## config.mk

```make
export PLATFORM = sky130hd
export DESIGN_NAME = upag_guard
export DESIGN_NICKNAME = d
export VERILOG_FILES = /design/src/upag_pkg.sv /design/src/upag_guard.sv
export VERILOG_INCLUDE_DIRS = /design/src /design/src/src
export SDC_FILE = /design/constraint.sdc
export NUM_CORES = 1
export LEC_CHECK = 0
export BUFFER_PORTS_ARGS = -buffer_cell sky130_fd_sc_hd__buf_2
export CAP_MARGIN = 20
export CORE_ASPECT_RATIO = 1.1
export CORE_UTILIZATION = 35
export DETAILED_ROUTE_END_ITERATION = 12
export SLEW_MARGIN = 25
export SYNTH_ARGS = -nofsm -noshare
export SYNTH_HDL_FRONTEND = slang
export SYNTH_SLANG_ARGS = --single-unit
```

## constraint.sdc

```tcl
create_clock -name clk_in -period 3.7 [get_ports clk_in]
set_clock_uncertainty 0.2 [all_clocks]
set_input_delay 0.555 -clock clk_in [delete_from_list [all_inputs] [get_ports clk_in]]
set_output_delay 0.555 -clock clk_in [all_outputs]
set_load 0.05 [all_outputs]
```

## src/upag_defines.svh

```systemverilog
`ifndef UPAG_DEFINES_SVH
`define UPAG_DEFINES_SVH

// byte offsets inside the configuration table
`define UPAG_OFS_WR_EN 8'hc1
`define UPAG_OFS_RD_EN 8'hc2
`define UPAG_OFS_PW_B3 8'hc3
`define UPAG_OFS_PW_B2 8'hc4
`define UPAG_OFS_PW_B1 8'hc5
`define UPAG_OFS_PW_B0 8'hc6
`define UPAG_OFS_TSEL_DEF 8'hc7

// factory values
`define UPAG_RST_WR_EN 8'h00
`define UPAG_RST_RD_EN 8'h00
`define UPAG_RST_PW 32'h0000_0000
`define UPAG_RST_TSEL_DEF 8'h01

// table numbers
`define UPAG_TBL_00 8'h00
`define UPAG_TBL_01 8'h01
`define UPAG_TBL_02 8'h02
`define UPAG_TBL_03 8'h03
`define UPAG_TBL_04 8'h04
`define UPAG_TBL_05 8'h05

// block boundaries and table select address
`define UPAG_UPPER_BASE 8'h80
`define UPAG_LOWER_LAST 8'h7a
`define UPAG_TSEL_ADDR 8'h7f
`define UPAG_T5A_FIRST 8'hd0
`define UPAG_T5A_LAST 8'hd6
`define UPAG_HIGH8_FIRST 8'hf8
`define UPAG_CFG_LAST 8'hc7

// enable bit positions
`define UPAG_BIT_T5_D0 3'd7
`define UPAG_BIT_T5_F8 3'd6
`define UPAG_BIT_CFG_80 3'd5
`define UPAG_BIT_LO_F8 3'd4
`define UPAG_BIT_LO_80 3'd3
`define UPAG_BIT_LOWER 3'd2
`define UPAG_BIT_AUX_HI 3'd1
`define UPAG_BIT_AUX_LO 3'd0

`endif

```

## src/upag_pkg.sv

```systemverilog
package upag_pkg;

    typedef logic [7:0] upag_byte_t;

    // block lookup result: valid flag and enable-bit index
    typedef struct packed {
        logic hit;
        logic [2:0] idx;
    } upag_blk_s;

endpackage
```

## src/upag_guard.sv

```systemverilog
`timescale 1ns/10ps
`include "upag_defines.svh"

module upag_guard
    import upag_pkg::*;
(
    input wire logic clk_in,
    input wire logic nrst_in,
    input wire logic alt_map_in,
    input wire logic [31:0] entered_password_in,
    input wire logic acc_valid_in,
    input wire logic acc_write_in,
    input wire logic acc_aux_in,
    input wire logic [7:0] acc_table_in,
    input wire logic [7:0] acc_addr_in,
    input wire logic [7:0] acc_wdata_in,
    input wire logic nv_restore_valid_in,
    input wire logic [7:0] nv_restore_addr_in,
    input wire logic [7:0] nv_restore_data_in,
    input wire logic nv_restore_done_in,
    output logic acc_done_out,
    output logic acc_permit_out,
    output logic acc_own_out,
    output logic [7:0] acc_rdata_out,
    output logic [7:0] table_select_out,
    output logic nv_store_out,
    output logic [7:0] nv_addr_out,
    output logic [7:0] nv_data_out
);

    upag_byte_t wr_enables;
    upag_byte_t rd_enables;
    logic [31:0] password;
    upag_byte_t tsel_default;

    // configuration table follows the memory-map compatibility choice
    function automatic upag_byte_t cfg_table(input logic alt);
        cfg_table = alt ? `UPAG_TBL_01 : `UPAG_TBL_04;
    endfunction

    function automatic upag_byte_t low_table(input logic alt);
        low_table = alt ? `UPAG_TBL_00 : `UPAG_TBL_01;
    endfunction

    // which protection block an address belongs to, if any
    function automatic upag_blk_s block_of(input logic aux, input upag_byte_t tbl,
                                           input upag_byte_t a, input logic alt);
        upag_blk_s r;
        r.hit = 1'b0;
        r.idx = 3'd0;
        if (aux) begin
            r.hit = 1'b1;
            r.idx = (a >= `UPAG_UPPER_BASE) ? `UPAG_BIT_AUX_HI : `UPAG_BIT_AUX_LO;
        end else if (a < `UPAG_UPPER_BASE) begin
            if (a <= `UPAG_LOWER_LAST) begin
                r.hit = 1'b1;
                r.idx = `UPAG_BIT_LOWER;
            end
        end else if (tbl == `UPAG_TBL_05) begin
            if (a >= `UPAG_T5A_FIRST && a <= `UPAG_T5A_LAST) begin
                r.hit = 1'b1;
                r.idx = `UPAG_BIT_T5_D0;
            end else if (a >= `UPAG_HIGH8_FIRST) begin
                r.hit = 1'b1;
                r.idx = `UPAG_BIT_T5_F8;
            end
        end else if (tbl == cfg_table(alt) || tbl == `UPAG_TBL_02 || tbl == `UPAG_TBL_03) begin
            if (a <= `UPAG_CFG_LAST) begin
                r.hit = 1'b1;
                r.idx = `UPAG_BIT_CFG_80;
            end
        end else if (tbl == low_table(alt)) begin
            r.hit = 1'b1;
            r.idx = (a >= `UPAG_HIGH8_FIRST) ? `UPAG_BIT_LO_F8 : `UPAG_BIT_LO_80;
        end
        block_of = r;
    endfunction

    function automatic logic own_reg(input logic aux, input upag_byte_t tbl,
                                     input upag_byte_t a, input logic alt);
        own_reg = !aux && tbl == cfg_table(alt) && a >= `UPAG_OFS_WR_EN && a <= `UPAG_OFS_TSEL_DEF;
    endfunction

    upag_blk_s blk;
    logic unlocked;
    logic locked_wr;
    logic locked_rd;
    logic permit;
    logic own_hit;
    logic own_wr;
    upag_byte_t own_rdata;
    logic shadow_we;
    upag_byte_t shadow_addr;
    upag_byte_t shadow_data;

    assign blk = block_of(acc_aux_in, acc_table_in, acc_addr_in, alt_map_in);
    assign unlocked = (entered_password_in == password);
    assign locked_wr = blk.hit && wr_enables[blk.idx] && !unlocked;
    assign locked_rd = blk.hit && rd_enables[blk.idx] && !unlocked;
    assign permit = acc_write_in ? !locked_wr : !locked_rd;
    assign own_hit = own_reg(acc_aux_in, acc_table_in, acc_addr_in, alt_map_in);
    assign own_wr = acc_valid_in && acc_write_in && own_hit && permit;
    assign shadow_we = own_wr || nv_restore_valid_in;
    // host write wins over a restore in the same cycle
    assign shadow_addr = own_wr ? acc_addr_in : nv_restore_addr_in;
    assign shadow_data = own_wr ? acc_wdata_in : nv_restore_data_in;

    always_comb begin
        unique case (acc_addr_in)
            `UPAG_OFS_WR_EN: own_rdata = wr_enables;
            `UPAG_OFS_RD_EN: own_rdata = rd_enables;
            `UPAG_OFS_PW_B3: own_rdata = password[31:24];
            `UPAG_OFS_PW_B2: own_rdata = password[23:16];
            `UPAG_OFS_PW_B1: own_rdata = password[15:8];
            `UPAG_OFS_PW_B0: own_rdata = password[7:0];
            `UPAG_OFS_TSEL_DEF: own_rdata = tsel_default;
            default: own_rdata = 8'h00;
        endcase
    end

    // shadow registers: host writes when permitted, nonvolatile restore otherwise
    always_ff @(posedge clk_in) begin
        if (!nrst_in) begin
            wr_enables <= `UPAG_RST_WR_EN;
            rd_enables <= `UPAG_RST_RD_EN;
            password <= `UPAG_RST_PW;
            tsel_default <= `UPAG_RST_TSEL_DEF;
        end else if (shadow_we) begin
            unique case (shadow_addr)
                `UPAG_OFS_WR_EN: wr_enables <= shadow_data;
                `UPAG_OFS_RD_EN: rd_enables <= shadow_data;
                `UPAG_OFS_PW_B3: password[31:24] <= shadow_data;
                `UPAG_OFS_PW_B2: password[23:16] <= shadow_data;
                `UPAG_OFS_PW_B1: password[15:8] <= shadow_data;
                `UPAG_OFS_PW_B0: password[7:0] <= shadow_data;
                `UPAG_OFS_TSEL_DEF: tsel_default <= shadow_data;
                default: ;
            endcase
        end
    end

    // every accepted write to the own configuration registers is mirrored to nonvolatile storage
    always_ff @(posedge clk_in) begin
        if (!nrst_in) begin
            nv_store_out <= 1'b0;
            nv_addr_out <= 8'h00;
            nv_data_out <= 8'h00;
        end else begin
            nv_store_out <= own_wr;
            if (own_wr) begin
                nv_addr_out <= acc_addr_in;
                nv_data_out <= acc_wdata_in;
            end
        end
    end

    // access answer, one cycle after the request
    always_ff @(posedge clk_in) begin
        if (!nrst_in) begin
            acc_done_out <= 1'b0;
            acc_permit_out <= 1'b0;
            acc_own_out <= 1'b0;
            acc_rdata_out <= 8'h00;
        end else begin
            acc_done_out <= acc_valid_in;
            if (acc_valid_in) begin
                acc_permit_out <= permit;
                acc_own_out <= own_hit;
                acc_rdata_out <= (!acc_write_in && own_hit && permit) ? own_rdata : 8'h00;
            end
        end
    end

    // table select byte: loaded from the default once restore completes, host writable in any other cycle
    always_ff @(posedge clk_in) begin
        if (!nrst_in) begin
            table_select_out <= `UPAG_RST_TSEL_DEF;
        end else if (nv_restore_done_in) begin
            table_select_out <= tsel_default;
        end else if (acc_valid_in && acc_write_in && !acc_aux_in && acc_addr_in == `UPAG_TSEL_ADDR) begin
            table_select_out <= acc_wdata_in;
        end
    end
endmodule

```

==> metrics.txt <==
# TYPE chip_impl_metric gauge
chip_impl_metric{name="vias",unit=""} 5926
chip_impl_metric{name="synth.avg_cell_area",unit="um^2"} 8.12
chip_impl_metric{name="min_delay_path_depth",unit=""} 2
chip_impl_metric{name="final_min_period_over_clock_period",unit=""} 0.964
chip_impl_metric{name="power_density_over_cell_area",unit="nW/um^2"} 321
chip_impl_info{name="worstPathCellList",value="buf_2, or3_4, or3_4, o41ai_4, o211ai_2, mux4_2, and3_1, nor2_2, nand2_2, buf_4, o21ai_2, buf_4, o22ai_1"} 1
chip_impl_info{name="setup_cp_type",value="in2reg"} 1
chip_impl_metric{name="drt.antenna.violating_nets",unit=""} 0
chip_impl_metric{name="area_of_the_core_region",unit="um^2"} 15300
chip_impl_info{name="timing.critical_path.max_delay_family",value="simple AND/OR/NAND/NOR gates"} 1
chip_impl_metric{name="yosysSeqAreaShare",unit=""} 0.331
chip_impl_metric{name="worst_hold_slack",unit="ns"} 0.252
chip_impl_info{name="critical_path.slowest_cell",value="mux4_2"} 1
chip_impl_metric{name="tritoncts.num_buffers",unit=""} 9
chip_impl_metric{name="synth_top_area_share",unit=""} 0.331
chip_impl_metric{name="power.leakage",unit="nW"} 2.94
chip_impl_metric{name="cts-htree-levels",unit=""} 3
chip_impl_metric{name="cpPeakStageDelay",unit="ns"} 0.46
chip_impl_info{name="clock_tree_from_tritoncts",value="done"} 1
chip_impl_metric{name="route.detailed.vias_per_inst",unit=""} 5.73
chip_impl_metric{name="max-slew-margin-rel",unit=""} 0.384
chip_impl_metric{name="synthCells",unit=""} 685
chip_impl_metric{name="numPlacedInstances",unit=""} 1019
chip_impl_metric{name="cp.depth",unit=""} 13
chip_impl_metric{name="irDropWorstVdd",unit="V"} 0.000194
chip_impl_metric{name="synth-edff-count",unit=""} 0
chip_impl_info{name="netlist.top_cell.by_area",value="dfxtp_1"} 1
chip_impl_metric{name="gr-usage-all-layers",unit=""} 0.242
chip_impl_metric{name="detailed_route_wire_length",unit="um"} 19600
chip_impl_metric{name="die_width",unit="um"} 122
chip_impl_info{name="post-synth-top-count-cell",value="nand2_1"} 1
chip_impl_metric{name="timing_max_transition_violations_final",unit=""} 0
chip_impl_info{name="synth_common_cells",value="nand2_1, dfxtp_1, nor2_1"} 1
chip_impl_metric{name="dieArea",unit="um^2"} 16400
chip_impl_metric{name="cap_viol_max_count",unit=""} 0
chip_impl_metric{name="final_layout_size_suffix_gt1_frac",unit=""} 0.298
chip_impl_metric{name="worstPathBufferInverterCount",unit=""} 3
chip_impl_metric{name="worstRegToRegCells",unit=""} 13
chip_impl_metric{name="synthesis.nets",unit=""} 765
chip_impl_metric{name="grt_start_max_net_pins",unit=""} 92
chip_impl_metric{name="fmaxAchievable",unit="GHz"} 0.280
chip_impl_info{name="synth_flop_cell",value="dfxtp_1"} 1
chip_impl_metric{name="ioPinCount",unit=""} 116
chip_impl_metric{name="die_height",unit="um"} 134
chip_impl_metric{name="post_cts_buffers",unit=""} 0
chip_impl_metric{name="place.port_buffers",unit=""} 115
chip_impl_metric{name="mapped_cell_area",unit="um^2"} 5560
chip_impl_metric{name="floorplan.rows",unit=""} 47
chip_impl_metric{name="synthesis.yosys.warnings",unit=""} 0
chip_impl_info{name="cts_root_buf",value="clkbuf_16"} 1
chip_impl_info{name="outcome",value="completed"} 1
chip_impl_info{name="hold_path_class",value="reg2reg"} 1
chip_impl_metric{name="critPathMaxFanout",unit=""} 13
chip_impl_metric{name="routed_wire_length_per_instance",unit="um"} 18.9
chip_impl_metric{name="clk_latency",unit="ns"} 0.35
chip_impl_metric{name="timing.final.hold_violations",unit=""} 0
chip_impl_metric{name="first_global_vias",unit=""} 5594
chip_impl_metric{name="worst-slew-pin-transition",unit="ns"} 0.925
chip_impl_metric{name="synth_async_reset_ratio",unit=""} 0
chip_impl_metric{name="effective_utilization_at_floorplan",unit=""} 0.364
chip_impl_metric{name="setup_viol",unit=""} 0
chip_impl_metric{name="worst-endpoint-arrival",unit="ns"} 3.57
chip_impl_metric{name="finalWeightedCongestion",unit=""} 0.875
chip_impl_metric{name="initialDrtViolationCount",unit=""} 508
chip_impl_metric{name="global_route_wire_length_before_repair",unit="um"} 30300
chip_impl_metric{name="drcViolationCount",unit=""} 0
chip_impl_metric{name="post_layout_nonfiller_instances",unit=""} 1035
chip_impl_metric{name="grt_antenna_before_repair",unit=""} 0
chip_impl_metric{name="worst_setup_hold_path_clk_slew",unit="ns"} 0.07
chip_impl_metric{name="yosys.cell_types.count",unit=""} 69
chip_impl_metric{name="syn_to_final_growth",unit="%"} 28.3
chip_impl_metric{name="final_net_count",unit=""} 914
chip_impl_metric{name="filler_cells_inserted",unit=""} 1595
chip_impl_metric{name="yosys_register_bits",unit=""} 92
chip_impl_metric{name="post-route-min-period",unit="ns"} 3.57
chip_impl_metric{name="antenna_cells",unit=""} 0
chip_impl_metric{name="drt_pass1_iterations",unit=""} 8
chip_impl_metric{name="worst_ep_required_time",unit="ns"} 3.71
chip_impl_info{name="synth.area.top_cells",value="dfxtp_1, nand2_1, xor2_1"} 1
chip_impl_metric{name="max-clock-path-buffers",unit=""} 2
chip_impl_metric{name="hpwlAfterDp",unit="um"} 14200
chip_impl_info{name="timing.critical_path.to_type",value="flip-flop"} 1
chip_impl_info{name="cp-start-kind",value="input pin"} 1
chip_impl_metric{name="cts_sinks",unit=""} 92
chip_impl_metric{name="grt-ovfl-total",unit=""} 0
state kept, by name (all words and copies together), names as in the netlist:
| register | cells |
|---|---|
| password | 32 |
| nv_data_out | 8 |
| rd_enables | 8 |
| wr_enables | 8 |
| acc_done_out | 1 |
| acc_rdata_out | 8 |
| tsel_default | 8 |
| acc_own_out | 1 |
| nv_addr_out | 8 |
| nv_store_out | 1 |
| acc_permit_out | 1 |
| table_select_out | 8 |
cell usage in the layout, fill, tap and decap left out, drive strengths merged, types with 9 or more instances in the layout:
master / instances
or3: 10
mux2i: 22
mux2: 13
o21ai: 15
nor2b: 11
buf: 192
o221ai: 15
a31oi: 17
nand2: 123
o22ai: 22
clkbuf: 11
nand2b: 9
a21oi: 24
nor3: 26
a22o: 10
dfxtp: 92
xor2: 33
nor4: 10
nand3: 29
nand4: 19
nor2: 37
a211oi: 9
worst min-delay path, cell delays in order (launching register included):
cell,delay (ns)
dfxtp_1,0.31
nand2_1,0.05
a21oi_1,0.05
per-stage QoR:
stage	area (um^2)	util	TNS (ns)	power [mW]	setup WS, ns
global route	7140	0.467	-0.0702	2.36	-0.0209
floorplan	5560	-	-0.00557	1.17	-0.00557
finish	7140	0.467	0	2.29	0.133
CTS	7100	0.464	0	2.30	0.125
detailed placement	6780	0.443	-10.36	1.31	-0.236
global placement	6780	0.443	-9.41	1.31	-0.196
final cells by class:
type                       count  area (um^2)  share of cell area
multi-input combinational    533         3480               0.487
clock buffer                  11          253              0.0354
inverter                       6         22.5             0.00315
tap                          196          245              0.0343
clock inverter                 5         66.3             0.00929
sequential                    92         1840               0.258
timing repair buffer         192         1230               0.173
kinds of logic after synthesis:
| logic type | share of synthesized area |
|---|---|
| buffers and inverters | 0.0506 |
| AND/OR/NAND/NOR | 0.273 |
| multiplexers | 0.0902 |
| flip-flops | 0.331 |
| AO/OA/AOI/OAI | 0.204 |
| XOR/XNOR | 0.0519 |
timing repair:
item | CTS | global route
hold buffers | 0 | 0
endpoints found under the hold margin | 0 | 0
resized for setup | 0 | 7
setup endpoints to repair | 0 | 30
final timing paths:
kind	start	to	slack, ns
min reg2reg	nv_addr_out[0]$_SDFFE_PN0P_	nv_addr_out[0]$_SDFFE_PN0P_	0.25
min	nv_addr_out[0]$_SDFFE_PN0P_	nv_addr_out[0]$_SDFFE_PN0P_	0.25
max reg2reg	password[27]$_SDFFE_PN0P_	tsel_default[5]$_SDFFE_PN0P_	0.50
max	acc_table_in[4]	tsel_default[5]$_SDFFE_PN0P_	0.13
layer usage:
metal	part of all wire	global-route usage	wire length (um)	vias to the layer above
met4	0.033	0.108	649	0
met5	0	0	0	-
met2	0.46	0.382	8930	269
met3	0.075	0.0455	1470	51
met1	0.44	0.317	8540	2760
li1	-	-	-	2846
power by group:
part,switching [mW],leakage (nW),internal [mW]
sequential,0.00365,0.743,0.997
clock,0.425,0.154,0.570
combinational,0.185,2.04,0.109
total,0.613,2.94,1.68
(Power assumes the default switching activity.)
